## src/common/sccc_pkg.sv

```systemverilog
// Register map, field layout and codes of the capture/compare channel
package sccc_pkg;
    // Register byte offsets
    localparam logic [7:0] SCCC_OFS_INTEN = 8'h0c;
    localparam logic [7:0] SCCC_OFS_FLAG = 8'h10;
    localparam logic [7:0] SCCC_OFS_SWEV = 8'h14;
    localparam logic [7:0] SCCC_OFS_MODE = 8'h18;
    localparam logic [7:0] SCCC_OFS_POL = 8'h20;
    localparam logic [7:0] SCCC_OFS_VAL = 8'h34;
    localparam logic [7:0] SCCC_OFS_CFG = 8'h40;
    localparam logic [7:0] SCCC_OFS_STAT = 8'h44;
    // Reset values
    localparam logic [15:0] SCCC_RST_16 = 16'h0000;
    localparam logic [7:0] SCCC_RST_MODE = 8'h00;
    localparam logic [5:0] SCCC_RST_CFG = 6'h00;
    // Enable and flag bit positions
    localparam int SCCC_BIT_UPD = 0;
    localparam int SCCC_BIT_CHAN = 1;
    localparam int SCCC_BIT_OVC = 9;
    // Mode register fields
    localparam int SCCC_BIT_FAST = 2;
    localparam int SCCC_BIT_SHADOW = 3;
    localparam int SCCC_CTL_LSB = 4;
    localparam int SCCC_PSC_LSB = 2;
    localparam int SCCC_FLT_LSB = 4;
    // Polarity/enable register fields
    localparam int SCCC_BIT_EN = 0;
    localparam int SCCC_BIT_P = 1;
    localparam int SCCC_BIT_NP = 3;
    // Own configuration register fields
    localparam int SCCC_CFG_SAMP_LSB = 0;
    localparam int SCCC_CFG_LOCK_LSB = 2;
    localparam int SCCC_CFG_ITSV = 4;
    localparam int SCCC_CFG_EVT = 5;
    // Compare output control codes
    localparam logic [2:0] SCCC_CMP_FROZEN = 3'h0;
    localparam logic [2:0] SCCC_CMP_SET = 3'h1;
    localparam logic [2:0] SCCC_CMP_CLR = 3'h2;
    localparam logic [2:0] SCCC_CMP_TOG = 3'h3;
    localparam logic [2:0] SCCC_CMP_FLOW = 3'h4;
    localparam logic [2:0] SCCC_CMP_FHIGH = 3'h5;
    localparam logic [2:0] SCCC_CMP_PWM0 = 3'h6;
    localparam logic [2:0] SCCC_CMP_PWM1 = 3'h7;
    // Channel io mode codes
    localparam logic [1:0] SCCC_IO_OUT = 2'h0;
    localparam logic [1:0] SCCC_IO_PIN = 2'h1;
    localparam logic [1:0] SCCC_IO_TRG = 2'h3;
    // Write protection level that locks compare control, shadow enable and complementary polarity
    localparam logic [1:0] SCCC_LOCK_FULL = 2'h3;
endpackage

```

## src/design/sccc_top.sv

```systemverilog
`timescale 1ns/1ps
// Functional notes
// - Event mode lets hardware start counter
// - Enables: channel bit 1, update bit 0
// - Capture while flag set raises over-capture
// - Channel flag on capture or compare match
// - Update flag set on each update event
// - Soft channel event sets flag, self-clears
// - Soft input event captures counter value
// - Soft update clears counter, self-clears
// - Frozen, set, clear, toggle on match
// - Forced low and forced high modes
// - PWM0 active below value counting up
// - PWM1 inverse of PWM0 levels
// - PWM level changes on comparison change or fast trigger
// - Compare control and shadow fields locked at full protection in output mode
// - Shadowed value loads on update event
// - Fast trigger edge forces compare level in PWM modes
// - Io mode writable only while disabled
// - Filter code picks sample rate, count
// - Capture every 1, 2, 4, 8 edges
// - Edge divider cleared while channel disabled
// - Complementary polarity for output and input
// - Complementary polarity locked by protection
// - Polarity pair selects active edges
// - Value register read-only capture in input
module sccc_top (
    input wire logic pclk,
    input wire logic presetn,
    input wire logic ce,
    input wire logic [7:0] paddr,
    input wire logic psel,
    input wire logic penable,
    input wire logic pwrite,
    input wire logic [31:0] pwdata,
    output logic [31:0] prdata,
    output logic pready,
    output logic pslverr,
    input wire logic [15:0] counter_value,
    input wire logic count_down,
    input wire logic update_event,
    input wire logic trigger_in,
    input wire logic chan_pin_in,
    output logic chan_output_pin,
    output logic chan_output_pin_n,
    output logic chan_irq,
    output logic update_irq,
    output logic counter_clear,
    output logic counter_run_set
);
    import sccc_pkg::*;

    // Filter length N per code
    function automatic logic [3:0] sccc_filt_n(input logic [3:0] c);
        logic [3:0] n;
        n = 4'h6;
        if (c == 4'h0) n = 4'h1;
        else if (c == 4'h1) n = 4'h2;
        else if (c == 4'h2) n = 4'h4;
        else if (c == 4'h3 || c == 4'h5 || c == 4'h7 || c == 4'h9) n = 4'h8;
        else if (c == 4'hc || c == 4'hf) n = 4'h8;
        else if (c == 4'ha || c == 4'hd) n = 4'h5;
        return n;
    endfunction

    // Sampling divider of the filter, in sampling-clock periods
    function automatic logic [5:0] sccc_filt_m(input logic [3:0] c);
        logic [5:0] m;
        m = 6'h20;
        if (c == 4'h0) m = 6'h01;
        else if (c <= 4'h3) m = 6'h00;
        else if (c <= 4'h5) m = 6'h02;
        else if (c <= 4'h7) m = 6'h04;
        else if (c <= 4'h9) m = 6'h08;
        else if (c <= 4'hc) m = 6'h10;
        return m;
    endfunction

    // Bus handshake terms
    logic pready_reg;
    wire setup = psel & ~penable;
    wire acc = psel & penable & pready_reg;
    wire wr = acc & pwrite;
    wire hit_inten = paddr == SCCC_OFS_INTEN;
    wire hit_flag = paddr == SCCC_OFS_FLAG;
    wire hit_swev = paddr == SCCC_OFS_SWEV;
    wire hit_mode = paddr == SCCC_OFS_MODE;
    wire hit_pol = paddr == SCCC_OFS_POL;
    wire hit_val = paddr == SCCC_OFS_VAL;
    wire hit_cfg = paddr == SCCC_OFS_CFG;
    wire hit_stat = paddr == SCCC_OFS_STAT;
    wire hit_any = hit_inten | hit_flag | hit_swev | hit_mode | hit_pol
        | hit_val | hit_cfg | hit_stat;

    // Software-visible state
    logic [1:0] inten_reg; // Irq enables
    logic chan_flag_reg; // Channel event flag
    logic upd_flag_reg; // Update flag
    logic ovc_flag_reg; // Over-capture flag
    logic chan_sw_reg; // Soft channel event, one cycle
    logic upd_sw_reg; // Soft update, one cycle
    logic [7:0] mode_reg; // Mode/compare/filter fields
    logic [3:0] pol_reg; // Polarity and enable
    logic [15:0] val_reg; // Active compare or capture value
    logic [15:0] shadow_reg; // Buffered compare value
    logic [5:0] cfg_reg; // Sampling div, protection, trigger opts

    // Field decode
    wire [2:0] cmp_ctl = mode_reg[SCCC_CTL_LSB +: 3];
    wire shadow_en = mode_reg[SCCC_BIT_SHADOW];
    wire fast_en = mode_reg[SCCC_BIT_FAST];
    wire [1:0] io_mode = mode_reg[1:0];
    wire [3:0] filt_code = mode_reg[SCCC_FLT_LSB +: 4];
    wire [1:0] edge_div = mode_reg[SCCC_PSC_LSB +: 2];
    wire chan_en = pol_reg[SCCC_BIT_EN];
    wire pol_main = pol_reg[SCCC_BIT_P];
    wire pol_comp = pol_reg[SCCC_BIT_NP];
    wire [1:0] samp_div = cfg_reg[SCCC_CFG_SAMP_LSB +: 2];
    wire [1:0] lock_level = cfg_reg[SCCC_CFG_LOCK_LSB +: 2];
    wire trig_sel_valid = cfg_reg[SCCC_CFG_ITSV];
    wire event_mode = cfg_reg[SCCC_CFG_EVT];
    wire out_mode = io_mode == SCCC_IO_OUT;
    wire in_mode = io_mode[0];

    // Write strobes per register
    wire wr_inten = wr & hit_inten;
    wire wr_flag = wr & hit_flag;
    wire wr_swev = wr & hit_swev;
    wire wr_mode = wr & hit_mode;
    wire wr_pol = wr & hit_pol;
    wire wr_val = wr & hit_val;
    wire wr_cfg = wr & hit_cfg;

    // Protection: compare control and shadow fields freeze at full lock in output mode; fast enable stays writable
    wire c0_lock = (lock_level == SCCC_LOCK_FULL) && out_mode;
    wire [7:0] mode_next = {pwdata[7],
        c0_lock ? mode_reg[6:3] : pwdata[6:3],
        pwdata[2],
        chan_en ? mode_reg[1:0] : pwdata[1:0]};
    // Complementary polarity locked at either upper protection level
    wire [3:0] pol_next = {lock_level[1] ? pol_reg[3] : pwdata[3],
        1'b0, pwdata[1:0]};

    // Input synchroniser, first stage read only by the second
    logic pin_s1_reg;
    logic pin_s2_reg;
    // Filter sampling and state
    logic [7:0] samp_cnt_reg;
    logic [3:0] filt_cnt_reg;
    logic filt_out_reg;
    // Sample period in timer clocks; fast codes ignore the divider
    wire [5:0] filt_m = sccc_filt_m(filt_code);
    wire [7:0] samp_per = (filt_m == 6'h00) ? 8'h01
        : 8'({2'b00, filt_m} << (samp_div == 2'h0 ? 0 : samp_div == 2'h1 ? 1 : 2));
    wire samp_tick = samp_cnt_reg >= samp_per - 8'h01;
    wire [3:0] filt_n = sccc_filt_n(filt_code);
    wire filt_diff = pin_s2_reg != filt_out_reg;
    wire filt_flip = samp_tick & filt_diff & (filt_cnt_reg + 4'h1 >= filt_n);

    // Input source and edge selection
    wire in_src = (io_mode == SCCC_IO_TRG) ? (trigger_in & trig_sel_valid) : filt_out_reg;
    wire in_inv = pol_main & ~pol_comp;
    wire in_both = pol_main & pol_comp;
    wire in_lvl = in_src ^ in_inv;
    logic in_lvl_reg;
    wire in_edge = in_both ? (in_lvl ^ in_lvl_reg) : (in_lvl & ~in_lvl_reg);

    // Capture edge divider
    logic [2:0] edge_cnt_reg;
    wire [2:0] edge_lim = (edge_div == 2'h0) ? 3'h0 : (edge_div == 2'h1) ? 3'h1
        : (edge_div == 2'h2) ? 3'h3 : 3'h7;
    wire cap_edge = chan_en & in_mode & in_edge;
    wire cap_hw = cap_edge & (edge_cnt_reg == edge_lim);
    wire cap_evt = cap_hw | (chan_sw_reg & in_mode);

    // Compare match, once per arrival at the value
    logic match_reg;
    wire match = counter_value == val_reg;
    wire cmp_hit = out_mode & match & ~match_reg;
    wire chan_evt = chan_sw_reg | cap_hw | cmp_hit;
    wire upd_evt = update_event | upd_sw_reg;

    // Flag next values; a new event beats a clear in the same cycle
    wire chan_flag_next = chan_evt
        | (chan_flag_reg & ~(wr_flag & ~pwdata[SCCC_BIT_CHAN]));
    wire upd_flag_next = upd_evt
        | (upd_flag_reg & ~(wr_flag & ~pwdata[SCCC_BIT_UPD]));
    wire ovc_set = cap_evt & chan_flag_reg;
    wire ovc_flag_next = ovc_set
        | (ovc_flag_reg & ~(wr_flag & ~pwdata[SCCC_BIT_OVC]));

    // Output prepare and fast trigger path
    logic prep_reg;
    logic prep_next;
    logic trig_reg;
    logic fast_reg;
    wire trig_rise = trigger_in & ~trig_reg;
    wire is_pwm = cmp_ctl[2] & cmp_ctl[1];
    wire pwm_cmp = count_down ? ~(counter_value > val_reg)
        : (counter_value < val_reg);
    wire pwm_lvl = pwm_cmp ^ (cmp_ctl == SCCC_CMP_PWM1);
    wire fast_hit = fast_en & is_pwm & trig_rise;

    // Read mux; reserved bits read zero
    wire [31:0] rdata = hit_inten ? {30'h0, inten_reg}
        : hit_flag ? {22'h0, ovc_flag_reg, 7'h0, chan_flag_reg, upd_flag_reg}
        : hit_swev ? {30'h0, chan_sw_reg, upd_sw_reg}
        : hit_mode ? {24'h0, mode_reg}
        : hit_pol ? {28'h0, pol_reg}
        : hit_val ? {16'h0, val_reg}
        : hit_cfg ? {26'h0, cfg_reg}
        : hit_stat ? {29'h0, in_lvl_reg, filt_out_reg, prep_reg}
        : 32'h0;

    // Prepare level per compare mode
    always_comb begin
        prep_next = prep_reg;
        unique case (cmp_ctl)
            SCCC_CMP_FROZEN: prep_next = prep_reg;
            SCCC_CMP_SET: prep_next = cmp_hit | prep_reg;
            SCCC_CMP_CLR: prep_next = ~cmp_hit & prep_reg;
            SCCC_CMP_TOG: prep_next = cmp_hit ^ prep_reg;
            SCCC_CMP_FLOW: prep_next = 1'b0;
            SCCC_CMP_FHIGH: prep_next = 1'b1;
            // Follows the comparison, held high for one cycle by the fast trigger path
            SCCC_CMP_PWM0, SCCC_CMP_PWM1: prep_next = fast_reg | pwm_lvl;
        endcase
    end

    // Bus answer: one wait-free access phase, data latched at setup
    always_ff @(posedge pclk or negedge presetn) begin
        if (!presetn) begin
            pready_reg <= 1'b0;
            prdata <= 32'h0;
            pslverr <= 1'b0;
        end else if (ce) begin
            pready_reg <= setup;
            if (setup) begin
                prdata <= rdata;
                pslverr <= ~hit_any;
            end
        end
    end
    assign pready = pready_reg;

    // Control registers
    always_ff @(posedge pclk or negedge presetn) begin
        if (!presetn) begin
            inten_reg <= 2'h0;
            mode_reg <= SCCC_RST_MODE;
            pol_reg <= 4'h0;
            cfg_reg <= SCCC_RST_CFG;
        end else if (ce) begin
            if (wr_inten) inten_reg <= pwdata[1:0];
            if (wr_mode) mode_reg <= mode_next;
            if (wr_pol) pol_reg <= pol_next;
            if (wr_cfg) cfg_reg <= pwdata[5:0];
        end
    end

    // Flags and self-clearing soft events
    always_ff @(posedge pclk or negedge presetn) begin
        if (!presetn) begin
            chan_flag_reg <= 1'b0;
            upd_flag_reg <= 1'b0;
            ovc_flag_reg <= 1'b0;
            chan_sw_reg <= 1'b0;
            upd_sw_reg <= 1'b0;
        end else if (ce) begin
            chan_flag_reg <= chan_flag_next;
            upd_flag_reg <= upd_flag_next;
            ovc_flag_reg <= ovc_flag_next;
            // Hardware drops the bit one cycle after it acts
            chan_sw_reg <= wr_swev & pwdata[SCCC_BIT_CHAN];
            upd_sw_reg <= wr_swev & pwdata[SCCC_BIT_UPD];
        end
    end

    // Channel value with shadow and capture
    always_ff @(posedge pclk or negedge presetn) begin
        if (!presetn) begin
            val_reg <= SCCC_RST_16;
            shadow_reg <= SCCC_RST_16;
        end else if (ce) begin
            if (cap_evt) begin
                val_reg <= counter_value;
            end else if (wr_val && out_mode && !shadow_en) begin
                val_reg <= pwdata[15:0];
            end else if (upd_evt && out_mode && shadow_en) begin
                val_reg <= shadow_reg;
            end
            // Software cannot write it in input mode
            if (wr_val && out_mode && shadow_en) shadow_reg <= pwdata[15:0];
        end
    end

    // Synchroniser and digital filter
    always_ff @(posedge pclk or negedge presetn) begin
        if (!presetn) begin
            pin_s1_reg <= 1'b0;
            pin_s2_reg <= 1'b0;
            samp_cnt_reg <= 8'h0;
            filt_cnt_reg <= 4'h0;
            filt_out_reg <= 1'b0;
        end else if (ce) begin
            pin_s1_reg <= chan_pin_in;
            pin_s2_reg <= pin_s1_reg;
            samp_cnt_reg <= samp_tick ? 8'h0 : samp_cnt_reg + 8'h01;
            // Any agreeing sample restarts the run
            if (samp_tick) begin
                if (!filt_diff || filt_flip) filt_cnt_reg <= 4'h0;
                else filt_cnt_reg <= filt_cnt_reg + 4'h1;
                if (filt_flip) filt_out_reg <= pin_s2_reg;
            end
        end
    end

    // Edge history and capture divider
    always_ff @(posedge pclk or negedge presetn) begin
        if (!presetn) begin
            in_lvl_reg <= 1'b0;
            edge_cnt_reg <= 3'h0;
            // Counter and value both start at zero: no false match after reset
            match_reg <= 1'b1;
            trig_reg <= 1'b0;
        end else if (ce) begin
            in_lvl_reg <= in_lvl;
            match_reg <= match;
            trig_reg <= trigger_in;
            if (!chan_en) edge_cnt_reg <= 3'h0;
            else if (cap_edge) edge_cnt_reg <= cap_hw ? 3'h0 : edge_cnt_reg + 3'h1;
        end
    end

    // Output prepare and pins; pins lag prepare by one cycle
    always_ff @(posedge pclk or negedge presetn) begin
        if (!presetn) begin
            fast_reg <= 1'b0;
            prep_reg <= 1'b0;
            chan_output_pin <= 1'b0;
            chan_output_pin_n <= 1'b0;
        end else if (ce) begin
            fast_reg <= fast_hit;
            prep_reg <= prep_next;
            chan_output_pin <= chan_en & out_mode & (prep_reg ^ pol_main);
            chan_output_pin_n <= chan_en & out_mode & (~prep_reg ^ pol_comp);
        end
    end

    // Irq levels and counter side pulses
    always_ff @(posedge pclk or negedge presetn) begin
        if (!presetn) begin
            chan_irq <= 1'b0;
            update_irq <= 1'b0;
            counter_clear <= 1'b0;
            counter_run_set <= 1'b0;
        end else if (ce) begin
            chan_irq <= chan_flag_next & inten_reg[SCCC_BIT_CHAN];
            update_irq <= upd_flag_next & inten_reg[SCCC_BIT_UPD];
            counter_clear <= upd_sw_reg;
            // Hardware start only in event mode; others rely on software
            counter_run_set <= event_mode & trig_rise;
        end
    end
endmodule // sccc_top

```

## config.mk

```make
export PLATFORM = sky130hd
export DESIGN_NAME = sccc_top
export DESIGN_NICKNAME = d
export VERILOG_FILES = /design/src/common/sccc_pkg.sv /design/src/design/sccc_top.sv
export SDC_FILE = /design/constraint.sdc
export NUM_CORES = 1
export LEC_CHECK = 0
export BUFFER_PORTS_ARGS = -buffer_cell sky130_fd_sc_hd__buf_2
export CAP_MARGIN = 20
export CORE_MARGIN = 3
export CORE_UTILIZATION = 45
export DETAILED_ROUTE_END_ITERATION = 10
export PLACE_DENSITY = 0.66
export SLEW_MARGIN = 20
export SYNTH_ARGS = -nofsm -noshare
export SYNTH_HDL_FRONTEND = slang
export SYNTH_SLANG_ARGS = --single-unit
```

## constraint.sdc

```tcl
create_clock -name pclk -period 6.2 [get_ports pclk]
set_input_delay 0.31 -clock pclk [delete_from_list [all_inputs] [get_ports pclk]]
set_output_delay 0.31 -clock pclk [all_outputs]
set_load 0.005 [all_outputs]
```

==> results_dict.tcl, run 1 <==
set metrics [dict create \
    fin_crit_sh 0.6111 \
    grt_usage 0.2101 \
    relSlewSlack 0.2822 \
    worstPathRequired_ns 6.44 \
    status "finished clean" \
    place_area_um2 6847 \
    ys.warnings.count 0 \
    dp_hpwl_um 12140 \
    htree_num_levels 3 \
    post_cts_buffers 0 \
    path_clk_slew_ns 0.07 \
    die_h_um 125.7 \
    yosysTopAreaCell "dfrtp_1" \
    n_antenna_cell 0 \
    path_cells "mux2i_1 > or4_1 > ha_1 > nand2_1 > xnor2_1 > ha_1 > a21o_1 > a2111oi_0 > o21a_1 > nor2_1 > o311ai_0" \
    hold_path_depth 2 \
    area_growth_pct 11.01 \
    fin_area_um2 7152 \
    worst_ep_arrival_time_ns 4.03 \
    fin_crit_ns 3.789 \
    grt_max_degree 79 \
    hold_class "in2reg" \
    yosysSeqAreaShare 0.4003 \
    synthFlopType "dfrtp_1" \
    setup_viol 0 \
    ys_top_cells_by_area "dfrtp_1 (40%), ha_1 (6.8%), mux2_2 (6.3%)" \
    grt_pass1_wl_um 26880 \
    cts_tree "done" \
    drv_cap 0 \
    postSynth.asyncResetShare 1.000 \
    synth_cells 686 \
    drtIter0Drc 415 \
    io_pins 106 \
    syn_area_um2 6442 \
    start_kind "flip-flop" \
    tightestPinTransition_ns 1.073 \
    netlist_top_cells_count "dfrtp_1 (102), nand2_1 (90), inv_1 (48)" \
    slowest_stage "dfrtp_1" \
    path_common_cell "ha_1" \
    vias 5379 \
    cp-end-kind "flip-flop" \
    viasPerCell 5.809 \
    overflow 0 \
    final_util 0.5132 \
    synth.distinct_cells 74 \
    skew_ns 0.01093 \
    core_um2 13930 \
    drc 0 \
    synth_seq_cells 103 \
    clk_path_buf_depth 2 \
    drtAntennaViolNets 0 \
    cts_root_buf "clkbuf_16" \
    start_util 0.4623 \
    synth_top_area_frac 0.3962 \
    leakagePower_nw 3.242 \
    ir_drop_mv 0.1369 \
    critPathKind "reg2reg" \
    clock_latency_ns 0.35 \
    die_x_um 125.7 \
    wl_per_cell_um 17.65 \
    hold_viol 0 \
    crit_fanout 24 \
    tns_ns 0 \
    grt_pass1_vias 5283 \
    fin_nets 842 \
    synth-edff-count 0 \
    numCtsBuffers 9 \
    die-area_um2 15790 \
    layout-drive-gt1-share 0.2078 \
    first_pass_iters 5 \
    gp_congestion 0.9337 \
    p_per_area_nw_per_um2 220.1 \
    num_rows 43 \
    wl_um 16350 \
    slowest_delay_ns 0.77 \
    rsz0062_at_grt "false" \
    fmax_mhz 263.9 \
    synth.most_common_cell "dfrtp_1" \
    antenna_found_initial 1 \
    cts.sinks 103 \
    r2r.worst_path.cells 11 \
    drv_slew 0 \
    synth_area_per_cell_um2 9.391 \
    io_buffers 73 \
]
==> cell type report <==
class                   instances  area (µm²)
inverters                      48       180.2
fillers                      1283        6783
clock inverters                 5       32.53
clock buffers                  11       242.7
flip-flops and latches        103        2579
repair buffers                 77       412.9
well taps                     180       225.2
multi-input cells             502        3480
==> repair_timing <==
item                      in CTS  in global routing
hold endpoints to repair      25                  0
hold buffers                   1                  0
resized for setup              0                  0
==> worst paths after layout <==
| path | start | endpoint | slack [ns] |
|---|---|---|---|
| setup reg to reg | mode_reg[6] | samp_cnt_reg[3] | 2.41 |
| min in group asynchronous | presetn | val_reg[5] | 0.40 |
| max in group asynchronous | presetn | match_reg | 4.63 |
| setup / recovery | mode_reg[6] | samp_cnt_reg[3] | 2.41 |
| hold reg to reg | prdata[6] | prdata[6] | 0.48 |
| hold / removal | chan_pin_in | pin_s1_reg | 0.20 |
==> critical path: cells and delay by family, from the launching register on <==
family / cells / cell delay, ns
AOI/OAI and AO/OA: 4 / 1.39
DFF: 1 / 0.77
and+or+nand+nor: 3 / 0.74
adders and majority gates: 2 / 0.53
muxes: 1 / 0.13
xor gates and xnor gates: 1 / 0.12
==> cell families after synthesis <==
kind of cell,Yosys count,synth area share
other,2,0.001166
multiplexers,43,0.07380
XOR/XNOR,13,0.01767
buffers and inverters,96,0.06836
AND/OR/NAND/NOR,223,0.1746
AO/OA/AOI/OAI,171,0.1962
flip-flops,103,0.4003
adder cells (fa/ha/maj),35,0.06797
==> per-layer routing <==
metal / wire (µm) / share of wire / vias up / track usage
li1: - / - / 2552 / -
met1: 7311 / 0.45 / 2635 / 0.2872
met2: 7773 / 0.48 / 166 / 0.3430
met3: 946 / 0.058 / 24 / 0.03690
met5: 13 / 0.00080 / - / 0
met4: 300 / 0.018 / 2 / 0.06441
==> through the flow <==
| stage | hold WS, ns | setup slack [ns] | total power, mW | instances |
|---|---|---|---|---|
| 3_5_place_dp | 0.2453 | 2.397 | 1.042 | 908 |
| 5_1_grt | 0.1968 | 2.144 | 1.662 | 926 |
| 6_report | 0.1975 | 2.411 | 1.574 | 926 |
| 3_3_place_gp | 0.2373 | 2.533 | 1.023 | 908 |
| 4_1_cts | 0.1859 | 2.406 | 1.587 | 925 |
| 2_1_floorplan | 0.01441 | 2.955 | 0.9479 | 701 |
==> cells in the final DEF, fill, tap and decap left out, types with 5 or more instances in the layout <==
| cell type | Yosys | layout |
|---|---|---|
| dfrtp_1 | 102 | 102 |
| nand2_1 | 90 | 90 |
| buf_2 | 4 | 72 |
| inv_1 | 48 | 48 |
| nor2_1 | 38 | 38 |
| mux2_2 | 36 | 36 |
| ha_1 | 35 | 35 |
| o21ai_0 | 33 | 33 |
| a21oi_1 | 26 | 26 |
| nand3_1 | 26 | 26 |
| conb_1 | 2 | 17 |
| o22ai_1 | 14 | 14 |
| o221a_2 | 14 | 14 |
| o31ai_1 | 10 | 10 |
| nor3_1 | 10 | 10 |
| nand2b_1 | 10 | 10 |
| nand4_1 | 9 | 9 |
| a22o_1 | 9 | 9 |
| clkbuf_16 | 0 | 9 |
| mux2i_1 | 7 | 7 |
| o21a_1 | 7 | 7 |
| xnor2_1 | 7 | 7 |
| a22oi_1 | 7 | 7 |
| a21o_1 | 6 | 6 |
| xor2_1 | 6 | 6 |
| nor2b_1 | 5 | 5 |
==> power breakdown <==
group / leakage (nW) / internal, mW / switching (mW)
clock network: 0.140 / 0.284 / 0.260
registers: 1.35 / 0.710 / 0.0428
logic: 1.76 / 0.116 / 0.160
total: 3.24 / 1.11 / 0.463
Power figures use the tool's default switching activity.
==> run 2, diff against run 1 <==
PLACE_DENSITY = 0.69   (was 0.66)
clock period = 3.2 ns   (was 6.2 ns; I/O delays follow)
==> run 2 against run 1 <==
Net effect: largest power group unchanged; first-iteration DRC count up 26%; largest cell class unchanged; sequential power up 93%; non-clock buffer count up 24; via count up 1.2%; design area up 3.1%; highest routed layer is now met4; setup slack worse by 2.3 ns; fmax up 25%; clock-buffer cell count up 2; sequential share of layout area down 1.1 points; utilization up 1.6 points; global-route usage down 0.28 points; sequential cell count unchanged.
==> results_dict.tcl, run 2 (synthesized netlist as in run 1, its figures left out) <==
set metrics [dict create \
    status "finished clean" \
    io_pins 106 \
    slowest_delay_ns 0.45 \
    hold_class "in2reg" \
    start_util 0.4623 \
    skew_ns 0.007791 \
    setup_viol 0 \
    fin_area_um2 7371 \
    clock_latency_ns 0.35 \
    p_per_area_nw_per_um2 432.5 \
    num_rows 43 \
    die-area_um2 15790 \
    fin_crit_sh 0.9500 \
    tightestPinTransition_ns 0.7653 \
    slowest_stage "or4_4" \
    htree_num_levels 3 \
    path_cells "nor2_2 > mux2i_1 > or4_4 > ha_2 > nand2_1 > xnor2_1 > ha_1 > a21o_1 > a2111oi_2 > o21a_2 > nor2_1 > buf_4 > o221ai_1" \
    ir_drop_mv 0.2218 \
    wl_um 16200 \
    fin_crit_ns 3.040 \
    drtAntennaViolNets 0 \
    cp-end-kind "flip-flop" \
    layout-drive-gt1-share 0.2377 \
    viasPerCell 5.732 \
    relSlewSlack 0.4898 \
    fin_hold_ws_ns 0.04660 \
    drc 0 \
    cts_root_buf "clkbuf_16" \
    die_x_um 125.7 \
    tns_ns 0 \
    path_clk_slew_ns 0.07 \
    grt_pass1_vias 5401 \
    numCtsBuffers 9 \
    vias 5445 \
    clk_path_buf_depth 2 \
    grt_max_degree 85 \
    start_kind "flip-flop" \
    wl_per_cell_um 17.05 \
    die_h_um 125.7 \
    grt_pass1_wl_um 26880 \
    layout_common_cells "dfrtp_1 (102), nand2_1 (90), buf_2 (72), inv_1 (48), nor2_1 (37)" \
    cts_tree "done" \
    n_antenna_cell 0 \
    hold_viol 0 \
    critPathKind "reg2reg" \
    leakagePower_nw 3.376 \
    gp_congestion 0.9537 \
    drv_cap 0 \
    antenna_found_initial 0 \
    place_area_um2 7019 \
    first_pass_iters 5 \
    crit_fanout 5 \
    dp_hpwl_um 12150 \
    worst-path-buf-inv 1 \
    core_um2 13930 \
    io_buffers 73 \
    worst_ep_arrival_time_ns 3.30 \
    crit_family "compound AO/OA/AOI/OAI gates" \
    final_common_cell "dfrtp_1" \
    drv_slew 0 \
    drtIter0Drc 524 \
    overflow 0 \
    fmax_mhz 328.9 \
    worstPathRequired_ns 3.46 \
    area_growth_pct 14.41 \
    fin_nets 866 \
    grt_usage 0.2074 \
    cts.sinks 103 \
]
==> run 2: power breakdown <==
group          switching, mW  total (mW)  internal, mW
Combinational          0.329       0.603         0.274
Sequential            0.0770        1.45          1.38
Clock                  0.481        1.13         0.649
==> run 2: final cells by class <==
type,count,area (µm²)
Tap cell,180,225.2
Clock inverter,3,42.54
Sequential cell,103,2579
Fill cell,1267,6564
Clock buffer,13,260.3
Timing Repair Buffer,101,588.1
Multi-Input combinational cell,502,3496
Inverter,48,180.2
==> run 2: path summary, 6_finish.rpt <==
kind | startpoint | end | slack (ns) | cells after the start
setup / recovery | mode_reg[6] | samp_cnt_reg[4] | 0.16 | 13
hold / removal | chan_pin_in | pin_s1_reg | 0.05 | 2
setup reg to reg | mode_reg[6] | samp_cnt_reg[4] | 0.16 | 13
hold reg to reg | prdata[5] | prdata[5] | 0.48 | 2
max in group asynchronous | presetn | chan_output_pin | 1.97 | 3
min in group asynchronous | presetn | val_reg[4] | 0.43 | 2
==> run 2: per-stage QoR <==
step / utilization / std cells / total power, mW / setup slack [ns]
4_1_cts: 0.5256 / 947 / 3.202 / 0.002709
3_3_place_gp: 0.5037 / 931 / 2.031 / 0.06999
3_5_place_dp: 0.5037 / 931 / 2.065 / -0.03458
6_report: 0.5290 / 950 / 3.188 / 0.1599
2_1_floorplan: - / 701 / 1.839 / 0.04743
5_1_grt: 0.5290 / 950 / 3.362 / -0.006685
==> run 2: timing repair <==
| item | 4_1_cts | 5_1_grt |
|---|---|---|
| gates resized for setup | 2 | 6 |
| hold buffers | 0 | 1 |
| hold endpoints to repair | 0 | 82 |
| setup endpoints to repair | 4 | 11 |
| pin swaps | 0 | 0 |
| setup buffers | 0 | 2 |
==> run 2: metal layers <==
layer,track usage,share of wire,up-vias
li1,-,-,2606
met1,0.2914,0.47,2656
met2,0.3339,0.48,166
met3,0.02757,0.042,17
met4,0.06696,0.015,0
met5,0,0,-
==> run 3, diff against run 2 <==
HOLD_SLACK_MARGIN = 0.1   (was unset)
SKIP_LAST_GASP = 1   (was unset)
==> run 3 against run 2 <==
Net effect: via count grew 1.2%; clock-buffer cell count is the same; register-to-register slack is essentially flat; first-iteration DRC count shrank 2.3%; die area is the same; critical path type unchanged; critical endpoint unchanged.
==> results_dict.tcl, run 3 (synthesized netlist as in run 1, its figures left out) <==
set metrics [dict create \
    r2r.worst_path.cells 13 \
    crit_family "compound AO/OA/AOI/OAI gates" \
    r2r_setup_slack_ns 0.17 \
    reg2reg_from "mode_reg[6]" \
    die-area_um2 15790 \
    gp_congestion 0.9537 \
    crit_fanout 5 \
    die_h_um 125.7 \
    die_x_um 125.7 \
    slowest_stage "or4_4" \
    area_growth_pct 16.12 \
    first_pass_iters 5 \
    vias 5510 \
    worst_ep_arrival_time_ns 3.29 \
    wl_per_cell_um 17.00 \
    hold_viol 0 \
    switching_share 0.2784 \
    slowest_delay_ns 0.45 \
    cts_tree "done" \
    io_pins 106 \
    fillCellCount 1259 \
    fin_crit_sh 0.9470 \
    grt_pass1_wl_um 27080 \
    tightestPinTransition_ns 0.8050 \
    path_depth 13 \
    p_seq_frac 0.454 \
    fin_crit_ns 3.031 \
    layout_common_cells "dfrtp_1 (102), nand2_1 (90), buf_2 (72), inv_1 (48), nor2_1 (37)" \
    skew_ns 0.007179 \
    path_cells "nor2_2 > mux2i_1 > or4_4 > ha_2 > nand2_1 > xnor2_1 > ha_1 > a21o_1 > a2111oi_2 > o21a_2 > nor2_1 > buf_4 > o221ai_1" \
    cts.sinks 103 \
    dp_hpwl_um 12150 \
    drtIter0Drc 512 \
    worstPathRequired_ns 3.46 \
    p_comb_frac 0.192 \
    htree_num_levels 3 \
    grt_max_degree 85 \
    cp-end-kind "flip-flop" \
    p_int_mw 2.309 \
    setup_ws_ns 0.1694 \
    n_antenna_cell 0 \
    clk_path_buf_depth 2 \
    dp_cells 931 \
    drtAntennaViolNets 0 \
    antenna_found_initial 0 \
    final_util 0.5369 \
    relSlewSlack 0.4633 \
    p_total_mw 3.200 \
    numCtsBuffers 9 \
    switching_power_mw 0.8909 \
    final_common_cell "dfrtp_1" \
    grt_pass1_vias 5451 \
    status "finished clean" \
    fin_nets 877 \
    wl_um 16340 \
    worstSetupStartpoint "mode_reg[6]" \
    setup_viol 0 \
    start_kind "flip-flop" \
    grt_usage 0.2089 \
    clock_latency_ns 0.35 \
    layout-drive-gt1-share 0.2343 \
    drv_slew 0 \
    viasPerCell 5.734 \
    num_rows 43 \
    start_util 0.4623 \
    core_um2 13930 \
    fmax_mhz 330.0 \
    overflow 0 \
    drc 0 \
    cts_root_buf "clkbuf_16" \
    io_buffers 73 \
    p_per_area_nw_per_um2 427.8 \
    drv_cap 0 \
    endpoint "samp_cnt_reg[4]" \
    regToRegEndpoint "samp_cnt_reg[4]" \
    worst-path-buf-inv 1 \
    dpl_worst_slack_ns -0.03458 \
    fin_hold_ws_ns 0.1151 \
    ir_drop_mv 0.2264 \
    power_frac_clock 0.354 \
    leakagePower_nw 3.422 \
    hold_class "in2reg" \
    final_cells 961 \
    path_clk_slew_ns 0.07 \
    critPathKind "reg2reg" \
]
-- run 3: cell count changes in the layout (fill, tap and decap cells not counted), sizes merged --
| cell | previous run | this run |
|---|---|---|
| dlygate4sd3 | 1 | 12 |
-- run 3: power groups by stage --
stage / Clock [mW] / Sequential [mW] / Combinational [mW]
detailed placement: 0 / 1.48 / 0.588
CTS: 1.15 / 1.45 / 0.605
global placement: 0 / 1.48 / 0.555
global route: 1.21 / 1.47 / 0.698
finish: 1.13 / 1.45 / 0.614
floorplan: 0 / 1.46 / 0.383
-- run 3: layer usage --
layer / routed length, µm / part of all wire / global-route usage
met1: 7559 / 0.46 / 0.2912
met2: 7686 / 0.47 / 0.3386
met3: 807 / 0.049 / 0.02757
met4: 284 / 0.017 / 0.06888
met5: 0 / 0 / 0
-- run 3: layout make-up --
cell class,count,area [µm²],area share
clock inverters,3,42.54,0.005687
flip-flops and latches,103,2579,0.3447
clock buffers,13,260.3,0.03479
repair buffers,112,698.2,0.09333
multi-input cells,502,3496,0.4673
inverters,48,180.2,0.02408
well taps,180,225.2,0.03011
-- run 3: repair_timing --
| action | in CTS | in global routing |
|---|---|---|
| hold buffers | 12 | 0 |
| pin swaps | 0 | 0 |
| endpoints found under the setup margin | 4 | 11 |
| hold endpoints to repair | 94 | 0 |
| resized for setup | 2 | 6 |
| buffers inserted | 0 | 2 |
-- run 3: worst reg2reg max path: stages (launching register included) --
cell       delay [ns]
dfrtp_1          0.44
nor2_2           0.13
mux2i_1          0.07
or4_4            0.45
ha_2             0.23
nand2_1          0.07
xnor2_1          0.12
ha_1             0.26
a21o_1           0.19
a2111oi_2        0.34
o21a_2           0.25
nor2_1           0.08
buf_4            0.16
o221ai_1         0.16
-- run 3: worst min-delay path by stage --
| stage | start | endpoint | slack (ns) | cells after the start |
|---|---|---|---|---|
| after floorplan | presetn | cfg_reg[0] | -0.14 | 0 |
| final | counter_value[7] | val_reg[7] | 0.12 | 2 |
| after CTS | pwdata[1] | inten_reg[1] | 0.10 | 2 |
| after global placement | chan_pin_in | pin_s1_reg | 0.40 | 2 |
| after global routing | counter_value[4] | val_reg[4] | 0.12 | 2 |
| after detailed placement | chan_pin_in | pin_s1_reg | 0.40 | 2 |
-- run 3: per-stage QoR --
step | setup TNS [ns] | cell area, µm²
global route | -0.006685 | 7481
detailed placement | -0.03764 | 7019
floorplan | 0 | 6500
CTS | 0 | 7445
finish | 0 | 7481
global placement | 0 | 7019
